$ cat src/tos_pkg.sv
// Package for the thermal overload output stage: register map, fields,
// reset values, state encodings and timing constants.
// Assumes a 100 MHz hclk and 32-bit AHB-Lite data.
`default_nettype none
package tos_pkg;
  // Register byte offsets
  localparam logic [7:0] ADDR_CTRL = 8'h00;
  localparam logic [7:0] ADDR_ALARM1_LVL = 8'h04;
  localparam logic [7:0] ADDR_ALARM2_LVL = 8'h08;
  localparam logic [7:0] ADDR_INHIBIT_LVL = 8'h0C;
  localparam logic [7:0] ADDR_TRIP_LVL = 8'h10;
  localparam logic [7:0] ADDR_TRIP_DELAY = 8'h14;
  localparam logic [7:0] ADDR_SERVICE_FACTOR = 8'h18;
  localparam logic [7:0] ADDR_AMB_TEMP = 8'h1C;
  localparam logic [7:0] ADDR_AMB_K = 8'h20;
  localparam logic [7:0] ADDR_STATUS = 8'h24;
  localparam logic [7:0] ADDR_IRQ_STATUS = 8'h28;
  localparam logic [7:0] ADDR_IRQ_CLEAR = 8'h2C;
  localparam logic [7:0] ADDR_IRQ_ENABLE = 8'h30;
  // Control fields
  localparam int CTRL_EN_ALARM1 = 0;
  localparam int CTRL_EN_ALARM2 = 1;
  localparam int CTRL_EN_INHIBIT = 2;
  localparam int CTRL_EN_TRIP = 3;
  localparam int CTRL_MODE_LSB = 4;
  localparam int CTRL_ALLOW_MODE = 8;
  // Reset values; levels in 0.1 % units, delay in 5 ms steps
  localparam logic [15:0] RST_ALARM1_LVL = 16'h0190;
  localparam logic [15:0] RST_ALARM2_LVL = 16'h0190;
  localparam logic [15:0] RST_INHIBIT_LVL = 16'h0320;
  localparam logic [15:0] RST_TRIP_LVL = 16'h03E8;
  localparam logic [19:0] RST_TRIP_DELAY = 20'h0_0000;
  localparam logic [19:0] TRIP_DELAY_MAX = 20'hA_FC80;
  // Factors in 0.01 units
  localparam logic [15:0] FACTOR_ONE = 16'h0064;
  localparam logic [15:0] SF_MAX = 16'h01F4;
  // Current in 0.001 x nominal
  localparam logic [15:0] CUR_LIGHT = 16'h000A;
  localparam logic [15:0] CUR_HIGH = 16'h07D0;
  // Timing
  localparam int CLK_PERIOD_NS = 10;
  localparam int DELAY_STEP_NS = 5000000;
  localparam int DELAY_STEP_CYCLES = DELAY_STEP_NS / CLK_PERIOD_NS;
  // Interrupt bits
  localparam int IRQ_BITS = 6;
  localparam int IRQ_ALARM1 = 0;
  localparam int IRQ_ALARM2 = 1;
  localparam int IRQ_INHIBIT = 2;
  localparam int IRQ_TRIP = 3;
  localparam int IRQ_BLOCKED = 4;
  localparam int IRQ_FAULT = 5;

  typedef enum logic [2:0] {
    MODE_ON = 3'b000,
    MODE_BLOCKED = 3'b001,
    MODE_TEST = 3'b010,
    MODE_TEST_BLOCKED = 3'b011,
    MODE_OFF = 3'b100
  } tos_mode_type;

  typedef enum logic [2:0] {
    COND_NORMAL = 3'b000,
    COND_ALARM1 = 3'b001,
    COND_ALARM2 = 3'b010,
    COND_INHIBIT = 3'b011,
    COND_TRIP = 3'b100,
    COND_BLOCKED = 3'b101
  } tos_cond_type;

  typedef enum logic [1:0] {
    LOAD_LIGHT = 2'b00,
    LOAD_NORMAL = 2'b01,
    LOAD_OVER = 2'b10,
    LOAD_HIGH = 2'b11
  } tos_load_type;
endpackage
`default_nettype wire

$ cat src/tos_stage.sv
// Thermal overload output and supervision stage.
// Assumes capacity, currents and tick come from hclk logic;
// block_in may be asynchronous.
`timescale 1ns/100ps
`default_nettype none
// Function
// Alarm 1 at its level when enabled
// Alarm 2 at its level when enabled
// Restart inhibit at its level when enabled
// Trip condition at trip level when enabled
// Trip held off by 5 ms step delay
// Blocking input sampled at each cycle start
// Unblocked pick-up gives start, then timing
// Blocked pick-up gives blocked, nothing more
// Blocking clears start like pick-up release
// Blocker asserts 5 ms before delay ends; no blocker output is provided here
// Condition code; normal drives no outputs; here start_out can be high in normal while a trip pick-up alone is timing
// Thermal load status from measured current
// Invalid service factor uses 1.0, flagged
// Inconsistent ambient settings use 1.0, flagged
// Behaviour mode selectable when globally permitted
// Setting changes apply while running
// Level reached means at or above it
module tos_stage
#(
  parameter int STEP_CYCLES = tos_pkg::DELAY_STEP_CYCLES
)
(
  // AHB-Lite slave
  input wire logic hclk,
  input wire logic hresetn,
  input wire logic hsel,
  input wire logic [7:0] haddr,
  input wire logic [1:0] htrans,
  input wire logic hwrite,
  input wire logic [2:0] hsize,
  input wire logic [31:0] hwdata,
  input wire logic hready,
  output logic [31:0] hrdata,
  output logic hreadyout,
  output logic hresp,
  // Thermal image and blocking matrix
  input wire logic cycle_tick,
  input wire logic [15:0] thermal_capacity,
  input wire logic [15:0] meas_current,
  input wire logic [15:0] pickup_current,
  input wire logic [15:0] ambient_k_calc,
  input wire logic block_in,
  // Protection outputs
  output logic alarm1_out,
  output logic alarm2_out,
  output logic inhibit_out,
  output logic trip_out,
  output logic start_out,
  output logic blocked_out,
  // Indications
  output logic [2:0] condition,
  output logic [1:0] thermal_status,
  output logic sf_fault,
  output logic amb_fault,
  output logic [15:0] service_factor_used,
  output logic [15:0] ambient_k_used,
  output logic irq
);
  typedef struct packed {
    logic [3:0] enables;
    logic [2:0] mode;
    logic allow_mode;
    logic [15:0] alarm1_lvl;
    logic [15:0] alarm2_lvl;
    logic [15:0] inhibit_lvl;
    logic [15:0] trip_lvl;
    logic [19:0] trip_delay;
    logic [15:0] service_factor;
    logic [31:0] amb_temp;
    logic [31:0] amb_k;
    logic [tos_pkg::IRQ_BITS-1:0] irq_status;
    logic [tos_pkg::IRQ_BITS-1:0] irq_enable;
    logic blk_sampled;
    logic a1;
    logic a2;
    logic inh;
    logic pick;
    logic start;
    logic blocked;
    logic trip;
    logic [3:0] pins;
    logic [2:0] condition;
    logic [1:0] load;
    logic sf_fault;
    logic amb_fault;
    logic [15:0] sf_used;
    logic [15:0] k_used;
    logic irq;
    logic wr_pend;
    logic rd_pend;
    logic [7:0] addr;
    logic [31:0] hrdata;
    logic hreadyout;
  } tos_state_type;

  tos_state_type state_reg;
  tos_state_type state_next;
  logic block_sync;
  logic delay_done;

  tos_sync u_block_sync
  (
    .hclk(hclk),
    .hresetn(hresetn),
    .async_in(block_in),
    .sync_out(block_sync)
  );

  tos_delay_timer #(.STEP_CYCLES(STEP_CYCLES)) u_trip_timer
  (
    .hclk(hclk),
    .hresetn(hresetn),
    .run(state_reg.start & state_reg.pick),
    .steps(state_reg.trip_delay),
    .done(delay_done)
  );

  function automatic logic [31:0] read_word(input tos_state_type s,
                                            input logic [7:0] a);
    logic [31:0] d;
    d = 32'h0000_0000;
    case (a)
      tos_pkg::ADDR_CTRL:
        d = {23'h00_0000, s.allow_mode, 1'b0, s.mode, s.enables};
      tos_pkg::ADDR_ALARM1_LVL: d = {16'h0000, s.alarm1_lvl};
      tos_pkg::ADDR_ALARM2_LVL: d = {16'h0000, s.alarm2_lvl};
      tos_pkg::ADDR_INHIBIT_LVL: d = {16'h0000, s.inhibit_lvl};
      tos_pkg::ADDR_TRIP_LVL: d = {16'h0000, s.trip_lvl};
      tos_pkg::ADDR_TRIP_DELAY: d = {12'h000, s.trip_delay};
      tos_pkg::ADDR_SERVICE_FACTOR: d = {16'h0000, s.service_factor};
      tos_pkg::ADDR_AMB_TEMP: d = s.amb_temp;
      tos_pkg::ADDR_AMB_K: d = s.amb_k;
      tos_pkg::ADDR_STATUS:
        d = {18'h0_0000, s.sf_fault, s.amb_fault, s.load, s.condition,
             s.blocked, s.start, s.trip, s.pins};
      tos_pkg::ADDR_IRQ_STATUS: d = {26'h000_0000, s.irq_status};
      tos_pkg::ADDR_IRQ_ENABLE: d = {26'h000_0000, s.irq_enable};
      default: d = 32'h0000_0000;
    endcase
    return d;
  endfunction

  always_comb
  begin
    logic blk;
    logic test;
    logic off;
    logic a1_raw;
    logic a2_raw;
    logic inh_raw;
    logic pick_raw;
    logic any_raw;
    logic [tos_pkg::IRQ_BITS-1:0] ev;
    logic [tos_pkg::IRQ_BITS-1:0] clr;
    tos_pkg::tos_mode_type mode_eff;
    blk = 1'b0;
    test = 1'b0;
    off = 1'b0;
    a1_raw = 1'b0;
    a2_raw = 1'b0;
    inh_raw = 1'b0;
    pick_raw = 1'b0;
    any_raw = 1'b0;
    ev = '0;
    clr = '0;
    mode_eff = tos_pkg::MODE_ON;
    state_next = state_reg;

    // Register writes land in the data phase
    if (state_reg.wr_pend)
    begin
      case (state_reg.addr)
        tos_pkg::ADDR_CTRL:
        begin
          state_next.enables = hwdata[3:0];
          state_next.mode = hwdata[tos_pkg::CTRL_MODE_LSB +: 3];
          state_next.allow_mode = hwdata[tos_pkg::CTRL_ALLOW_MODE];
        end
        tos_pkg::ADDR_ALARM1_LVL: state_next.alarm1_lvl = hwdata[15:0];
        tos_pkg::ADDR_ALARM2_LVL: state_next.alarm2_lvl = hwdata[15:0];
        tos_pkg::ADDR_INHIBIT_LVL: state_next.inhibit_lvl = hwdata[15:0];
        tos_pkg::ADDR_TRIP_LVL: state_next.trip_lvl = hwdata[15:0];
        tos_pkg::ADDR_TRIP_DELAY:
          state_next.trip_delay = (hwdata[19:0] > tos_pkg::TRIP_DELAY_MAX)
                                  ? tos_pkg::TRIP_DELAY_MAX : hwdata[19:0];
        tos_pkg::ADDR_SERVICE_FACTOR:
          state_next.service_factor = hwdata[15:0];
        tos_pkg::ADDR_AMB_TEMP: state_next.amb_temp = hwdata;
        tos_pkg::ADDR_AMB_K: state_next.amb_k = hwdata;
        tos_pkg::ADDR_IRQ_CLEAR: clr = hwdata[tos_pkg::IRQ_BITS-1:0];
        tos_pkg::ADDR_IRQ_ENABLE:
          state_next.irq_enable = hwdata[tos_pkg::IRQ_BITS-1:0];
        default: ;
      endcase
    end

    // Bus address phase; reads take one wait state
    state_next.wr_pend = 1'b0;
    if (state_reg.rd_pend)
    begin
      state_next.rd_pend = 1'b0;
      state_next.hrdata = read_word(state_reg, state_reg.addr);
      state_next.hreadyout = 1'b1;
    end
    else if (hsel && hready && htrans[1])
    begin
      state_next.addr = {haddr[7:2], 2'b00};
      state_next.wr_pend = hwrite;
      state_next.rd_pend = !hwrite;
      state_next.hreadyout = hwrite;
    end

    // Mode is on unless individual setting is allowed
    if (state_reg.allow_mode)
      mode_eff = tos_pkg::tos_mode_type'(state_reg.mode);
    off = (mode_eff == tos_pkg::MODE_OFF);
    test = (mode_eff == tos_pkg::MODE_TEST)
           || (mode_eff == tos_pkg::MODE_TEST_BLOCKED);
    blk = (mode_eff == tos_pkg::MODE_BLOCKED)
          || (mode_eff == tos_pkg::MODE_TEST_BLOCKED);

    // Settings are read live
    a1_raw = state_reg.enables[tos_pkg::CTRL_EN_ALARM1]
             && (thermal_capacity >= state_reg.alarm1_lvl);
    a2_raw = state_reg.enables[tos_pkg::CTRL_EN_ALARM2]
             && (thermal_capacity >= state_reg.alarm2_lvl);
    inh_raw = state_reg.enables[tos_pkg::CTRL_EN_INHIBIT]
              && (thermal_capacity >= state_reg.inhibit_lvl);
    pick_raw = state_reg.enables[tos_pkg::CTRL_EN_TRIP]
               && (thermal_capacity >= state_reg.trip_lvl);
    any_raw = a1_raw || a2_raw || inh_raw || pick_raw;

    // Sample blocking first, then evaluate
    if (cycle_tick)
    begin
      state_next.blk_sampled = block_sync || blk;
      if (off)
      begin
        state_next.a1 = 1'b0;
        state_next.a2 = 1'b0;
        state_next.inh = 1'b0;
        state_next.pick = 1'b0;
        state_next.start = 1'b0;
        state_next.blocked = 1'b0;
      end
      else if (state_next.blk_sampled)
      begin
        state_next.a1 = 1'b0;
        state_next.a2 = 1'b0;
        state_next.inh = 1'b0;
        state_next.pick = 1'b0;
        // Start drops as on release
        state_next.start = 1'b0;
        state_next.blocked = any_raw;
      end
      else
      begin
        state_next.a1 = a1_raw;
        state_next.a2 = a2_raw;
        state_next.inh = inh_raw;
        state_next.pick = pick_raw;
        state_next.start = any_raw;
        state_next.blocked = 1'b0;
      end
    end

    // Trip after the extra delay
    state_next.trip = state_reg.start && state_reg.pick && delay_done;

    // Test modes keep pins quiet; level pins move on ticks
    state_next.pins[3] = !test && state_next.trip;
    if (cycle_tick)
      state_next.pins[2:0] = test ? 3'h0 : {state_next.inh, state_next.a2,
                                           state_next.a1};

    // Condition, most severe first
    if (state_next.blocked)
      state_next.condition = tos_pkg::COND_BLOCKED;
    else if (state_next.trip)
      state_next.condition = tos_pkg::COND_TRIP;
    else if (state_next.inh)
      state_next.condition = tos_pkg::COND_INHIBIT;
    else if (state_next.a2)
      state_next.condition = tos_pkg::COND_ALARM2;
    else if (state_next.a1)
      state_next.condition = tos_pkg::COND_ALARM1;
    else
      state_next.condition = tos_pkg::COND_NORMAL;

    // Thermal load classification
    if (meas_current < tos_pkg::CUR_LIGHT)
      state_next.load = tos_pkg::LOAD_LIGHT;
    else if (meas_current > tos_pkg::CUR_HIGH)
      state_next.load = tos_pkg::LOAD_HIGH;
    else if (meas_current > pickup_current)
      state_next.load = tos_pkg::LOAD_OVER;
    else
      state_next.load = tos_pkg::LOAD_NORMAL;

    // Zero or oversized service factor
    state_next.sf_fault = (state_reg.service_factor == 16'h0000)
                          || (state_reg.service_factor > tos_pkg::SF_MAX);
    state_next.sf_used = state_next.sf_fault ? tos_pkg::FACTOR_ONE
                                             : state_reg.service_factor;

    // Ambient band must rise, factors nonzero
    state_next.amb_fault = ($signed(state_reg.amb_temp[15:0])
                            >= $signed(state_reg.amb_temp[31:16]))
                           || (state_reg.amb_k[15:0] == 16'h0000)
                           || (state_reg.amb_k[31:16] == 16'h0000);
    state_next.k_used = state_next.amb_fault ? tos_pkg::FACTOR_ONE
                                             : ambient_k_calc;

    // Sticky events; set beats clear
    ev[tos_pkg::IRQ_ALARM1] = state_next.a1 && !state_reg.a1;
    ev[tos_pkg::IRQ_ALARM2] = state_next.a2 && !state_reg.a2;
    ev[tos_pkg::IRQ_INHIBIT] = state_next.inh && !state_reg.inh;
    ev[tos_pkg::IRQ_TRIP] = state_next.trip && !state_reg.trip;
    ev[tos_pkg::IRQ_BLOCKED] = state_next.blocked && !state_reg.blocked;
    ev[tos_pkg::IRQ_FAULT] = (state_next.sf_fault && !state_reg.sf_fault)
                             || (state_next.amb_fault
                                 && !state_reg.amb_fault);
    state_next.irq_status = (state_reg.irq_status & ~clr) | ev;
    state_next.irq = |(state_next.irq_status & state_next.irq_enable);
  end

  always_ff @(posedge hclk or negedge hresetn)
  begin
    if (!hresetn)
    begin
      state_reg <= '0;
      state_reg.alarm1_lvl <= tos_pkg::RST_ALARM1_LVL;
      state_reg.alarm2_lvl <= tos_pkg::RST_ALARM2_LVL;
      state_reg.inhibit_lvl <= tos_pkg::RST_INHIBIT_LVL;
      state_reg.trip_lvl <= tos_pkg::RST_TRIP_LVL;
      state_reg.trip_delay <= tos_pkg::RST_TRIP_DELAY;
      state_reg.service_factor <= tos_pkg::FACTOR_ONE;
      state_reg.sf_used <= tos_pkg::FACTOR_ONE;
      state_reg.k_used <= tos_pkg::FACTOR_ONE;
      state_reg.hreadyout <= 1'b1;
      state_reg.load <= tos_pkg::LOAD_LIGHT;
    end
    else
      state_reg <= state_next;
  end

  assign hrdata = state_reg.hrdata;
  assign hreadyout = state_reg.hreadyout;
  assign hresp = 1'b0;
  assign alarm1_out = state_reg.pins[0];
  assign alarm2_out = state_reg.pins[1];
  assign inhibit_out = state_reg.pins[2];
  assign trip_out = state_reg.pins[3];
  assign start_out = state_reg.start;
  assign blocked_out = state_reg.blocked;
  assign condition = state_reg.condition;
  assign thermal_status = state_reg.load;
  assign sf_fault = state_reg.sf_fault;
  assign amb_fault = state_reg.amb_fault;
  assign service_factor_used = state_reg.sf_used;
  assign ambient_k_used = state_reg.k_used;
  assign irq = state_reg.irq;
endmodule
`default_nettype wire

$ cat src/tos_sync.sv
// Two-flop synchroniser into hclk.
// Assumes a slow level.
`timescale 1ns/100ps
`default_nettype none
module tos_sync
(
  // Clock and reset
  input wire logic hclk,
  input wire logic hresetn,
  // Level in and out
  input wire logic async_in,
  output var logic sync_out
);
  typedef struct packed {
    logic meta;
    logic stable;
  } tos_sync_state_type;

  tos_sync_state_type state_reg;
  tos_sync_state_type state_next;

  always_comb
  begin
    state_next.meta = async_in;
    state_next.stable = state_reg.meta;
  end

  always_ff @(posedge hclk or negedge hresetn)
  begin
    if (!hresetn)
      state_reg <= '0;
    else
      state_reg <= state_next;
  end

  assign sync_out = state_reg.stable;
endmodule
`default_nettype wire

$ cat src/tos_delay_timer.sv
// Extra trip delay timer in 5 ms steps.
// Assumes run stays high; dropping it restarts.
`timescale 1ns/100ps
`default_nettype none
module tos_delay_timer
#(
  parameter int STEP_CYCLES = tos_pkg::DELAY_STEP_CYCLES
)
(
  // Clock and reset
  input wire logic hclk,
  input wire logic hresetn,
  // Control
  input wire logic run,
  input wire logic [19:0] steps,
  output var logic done
);
  typedef struct packed {
    logic [31:0] pre;
    logic [19:0] count;
    logic done;
  } tos_timer_state_type;

  tos_timer_state_type state_reg;
  tos_timer_state_type state_next;

  always_comb
  begin
    state_next = state_reg;
    if (!run)
      state_next = '0;
    else if (state_reg.count >= steps)
      state_next.done = 1'b1;
    else if (state_reg.pre == 32'(STEP_CYCLES - 1))
    begin
      state_next.pre = '0;
      state_next.count = state_reg.count + 20'h0_0001;
    end
    else
      state_next.pre = state_reg.pre + 32'h0000_0001;
  end

  always_ff @(posedge hclk or negedge hresetn)
  begin
    if (!hresetn)
      state_reg <= '0;
    else
      state_reg <= state_next;
  end

  assign done = state_reg.done;
endmodule
`default_nettype wire

$ cat config.mk
export PLATFORM = sky130hd
export DESIGN_NAME = tos_stage
export DESIGN_NICKNAME = d
export VERILOG_FILES = /design/src/tos_pkg.sv /design/src/tos_stage.sv /design/src/tos_sync.sv /design/src/tos_delay_timer.sv
export SDC_FILE = /design/constraint.sdc
export NUM_CORES = 1
export LEC_CHECK = 0
export BUFFER_PORTS_ARGS = -buffer_cell sky130_fd_sc_hd__buf_2
export CAP_MARGIN = 20
export CORE_UTILIZATION = 30
export CTS_CLUSTER_SIZE = 20
export DETAILED_ROUTE_END_ITERATION = 8
export GPL_ROUTABILITY_DRIVEN = 0
export GPL_TIMING_DRIVEN = 0
export HOLD_SLACK_MARGIN = 0.02
export PLACE_DENSITY = 0.48
export SLEW_MARGIN = 20
export SYNTH_ARGS = -nofsm -noshare
export SYNTH_HDL_FRONTEND = slang
export SYNTH_HIERARCHICAL = 1
export SYNTH_SLANG_ARGS = --single-unit
$ cat constraint.sdc
create_clock -name hclk -period 5.7 [get_ports hclk]
set_input_delay 1.14 -clock hclk [delete_from_list [all_inputs] [get_ports hclk]]
set_output_delay 1.14 -clock hclk [all_outputs]
set_load 0.005 [all_outputs]
==> results.sh <==
export IMPL_status="finished clean"
export IMPL_hold_path_depth=0
export IMPL_vias=14400
export IMPL_start_util_pct=30.6
export IMPL_core_rowCount=88
export IMPL_ff2ff_path_depth=10
export IMPL_critPathKind="reg -> reg"
export IMPL_required_ns=6.18
export IMPL_synth_seq_cells=331
export IMPL_synthArstFlopShare_pct=100
export IMPL_ff_latch_area_sq_um=8310
export IMPL_clkLatencyLatePin_ns=0.59
export IMPL_cap_viol_max_count=0
export IMPL_finalSetupViolations=0
export IMPL_cts_tree="done"
export IMPL_multiInputGateArea_sq_um=8170
export IMPL_whs_ns=0.348
export IMPL_timing_final_ws_setup_ns=2.27
export IMPL_p_clk_share_pct=40.1
export IMPL_ys_flop_type="dfrtp_1"
export IMPL_fin_area_sq_um=21100
export IMPL_synth_edf_count=0
export IMPL_grt_max_degree=96
export IMPL_htreeDepth=2
export IMPL_routed_wl_mm=59.7
export IMPL_fillCellCount=5898
export IMPL_cp_cell_sequence="inv_1 > ha_1 > nand4_1 > nor3_1 > o21ai_0 > a31oi_1 > clkbuf_1 > clkbuf_1 > o21ai_0 > a21oi_1"
export IMPL_critPathMaxStageDelay_ns=0.45
export IMPL_viasPerCell=5.22
export IMPL_grt_pass1_wl_mm=89.8
export IMPL_synth_xor_xnor_area_share_pct=0.197
export IMPL_num_nets_final=2193
export IMPL_p_switching_mw=1.88
export IMPL_synthCells=1728
export IMPL_dp_hpwl_mm=45.6
export IMPL_fin_crit_ns=3.43
export IMPL_p_seq_share_pct=44.0
export IMPL_grt_usage_pct=19.8
export IMPL_hold_viol=0
export IMPL_ir_drop_mv=0.201
export IMPL_synth_warnings=6
export IMPL_post_cts_buffers=0
export IMPL_synth_yosys_seq_area_share_pct=46.7
export IMPL_drive_gt1_share_pct=24.7
export IMPL_startpoint_type="flip-flop"
export IMPL_antenna_found_initial=2
export IMPL_overflow=0
export IMPL_hp_start="u_block_sync/state_next[0]"
export IMPL_drtIter0Drc=924
export IMPL_cts_buffers_inserted=41
export IMPL_die_area_sq_um=60400
export IMPL_syn_area_per_cell_sq_um=10.3
export IMPL_r2r_setup_slack_ns=2.27
export IMPL_finalSetupTns_ns=0
export IMPL_total_power_mw=6.55
export IMPL_hp_class="reg -> reg"
export IMPL_fmax_ghz=0.291
export IMPL_synth_top_family_by_area="compound AO/OA/AOI/OAI gates"
export IMPL_area_delta_synth_final_pct=18.6
export IMPL_p_per_area_nw_per_um2=310
export IMPL_synth_simple_gate_area_share_pct=13.5
export IMPL_synth_mux_area_share_pct=8.13
export IMPL_dpl_cell_count=2681
export IMPL_chipWidth_microns=246
export IMPL_numClockSinks=331
export IMPL_wire_per_inst_microns=21.6
export IMPL_timing_rr_start="state_reg[205]"
export IMPL_rr_endpoint="u_trip_timer/state_reg[39]"
export IMPL_final_period_utilization_pct=60.3
export IMPL_p_int_mw=4.66
export IMPL_final_util_pct=36.4
export IMPL_root_buffer="clkbuf_16"
export IMPL_coreArea_sq_um=58100
export IMPL_yosysUniqueCellTypes=77
export IMPL_cp_arrival_ns=3.92
export IMPL_syn_area_sq_um=17800
export IMPL_finalMaxSlewViolations=0
export IMPL_power_leakage_nw=9.83
export IMPL_comb_power_share_pct=15.9
export IMPL_whs_endpoint="u_block_sync/sync_out"
export IMPL_pre_cts_ws_ns=1.91
export IMPL_post_cts_resized=0
export IMPL_synth_compound_area_share_pct=15.5
export IMPL_grt_pass1_vias=14300
export IMPL_io_buffer_count=178
export IMPL_max_slew_worst_pin_slew_ns=0.869
export IMPL_rsz0062_at_grt="no"
export IMPL_postPlaceCellArea_sq_um=19800
export IMPL_cts_clk_slew_worst_paths_ns=0.06
export IMPL_hold_buffers=0
export IMPL_final_cell_count_no_fill=2758
export IMPL_drc=0
export IMPL_end_kind="flip-flop"
export IMPL_cpMaxStageDelayCell="nor3_1"
export IMPL_drtPass1Iterations=9
export IMPL_synthAdderAreaFrac_pct=8.34
export IMPL_finClkSkew_ns=0.0284
export IMPL_dieHeight_microns=246
export IMPL_cp_max_fo=10
export IMPL_switching_share_pct=28.8
export IMPL_io_pins=196
export IMPL_critPathBufInv=3
export IMPL_largest_reg_flops=197
export IMPL_cts_max_path_buffers=3
export IMPL_ant_nets=0
export IMPL_crit_family="compound AO/OA/AOI/OAI gates"
export IMPL_slew_headroom_pct=41.8
==> synthesized netlist by cell type (all sizes together), types with 40 or more instances <==
master | count | area (sq um)
buf | 94 | 636
a21oi | 74 | 370
nand2 | 123 | 469
o21ai | 101 | 509
dfrtp | 306 | 7660
nand3 | 42 | 210
inv | 139 | 522
a22oi | 40 | 300
clkbuf | 52 | 195
nor2 | 79 | 328
ha | 118 | 1480
mux2 | 124 | 1400
==> layout by cell type (no fill, tap or decap), drive strengths merged, types with 27 or more instances in the layout <==
cell type	count
mux2	124
nor2	79
inv	140
o31ai	28
clkbuf	119
and2	27
o21ai	101
nand4	34
nand2	123
ha	118
nand3	42
a22oi	40
a21oi	74
dfrtp	306
buf	275
==> power by group through the flow <==
stage	Combinational, mW	Clock (mW)	Sequential (mW)
2_1_floorplan	0.665	0	2.78
3_3_place_gp	1.02	0	2.91
3_5_place_dp	1.05	0	2.92
4_1_cts	1.05	2.70	2.88
5_1_grt	1.16	2.80	2.90
6_report	1.04	2.63	2.88
==> how the worst max path moves through the flow <==
| stage | cells past startpoint | slack [ns] | start | end |
|---|---|---|---|---|
| 2_1_floorplan | 9 | 2.43 | thermal_capacity[0] | condition[0] |
| 3_3_place_gp | 1 | -3.29 | hresetn | state_reg[249] |
| 3_5_place_dp | 10 | 1.91 | thermal_capacity[0] | condition[2] |
| 4_1_cts | 10 | 2.24 | state_reg[205] | u_trip_timer/state_reg[39] |
| 5_1_grt | 10 | 1.94 | state_reg[205] | u_trip_timer/state_reg[45] |
| 6_report | 10 | 2.27 | state_reg[205] | u_trip_timer/state_reg[39] |
==> routing by layer <==
metal | track usage [%] | up-vias | wire length, microns
li1 | - | 6686 | -
met1 | 26.7 | 7204 | 26300
met2 | 32.2 | 413 | 28600
met3 | 2.50 | 86 | 2850
met4 | 7.22 | 2 | 1950
met5 | 0 | - | 12
==> final cells by class <==
| class | instances | area share, % |
|---|---|---|
| Multi-Input combinational cell | 1117 | 38.6 |
| Clock inverter | 9 | 0.604 |
| Clock buffer | 67 | 5.79 |
| Timing Repair Buffer | 181 | 4.65 |
| Sequential cell | 331 | 39.3 |
| Inverter | 141 | 2.50 |
| Buffer | 146 | 3.93 |
| Antenna cell | 1 | 0.0118 |
| Tap cell | 765 | 4.53 |
==> cells by family after synthesis <==
family / Yosys count
XOR/XNOR: 4
other: 1
AND/OR/NAND/NOR: 456
adder cells (fa/ha/maj): 119
buffers and inverters: 287
AO/OA/AOI/OAI: 402
flip-flops: 331
multiplexers: 128
Power figures use the tool's default switching activity.
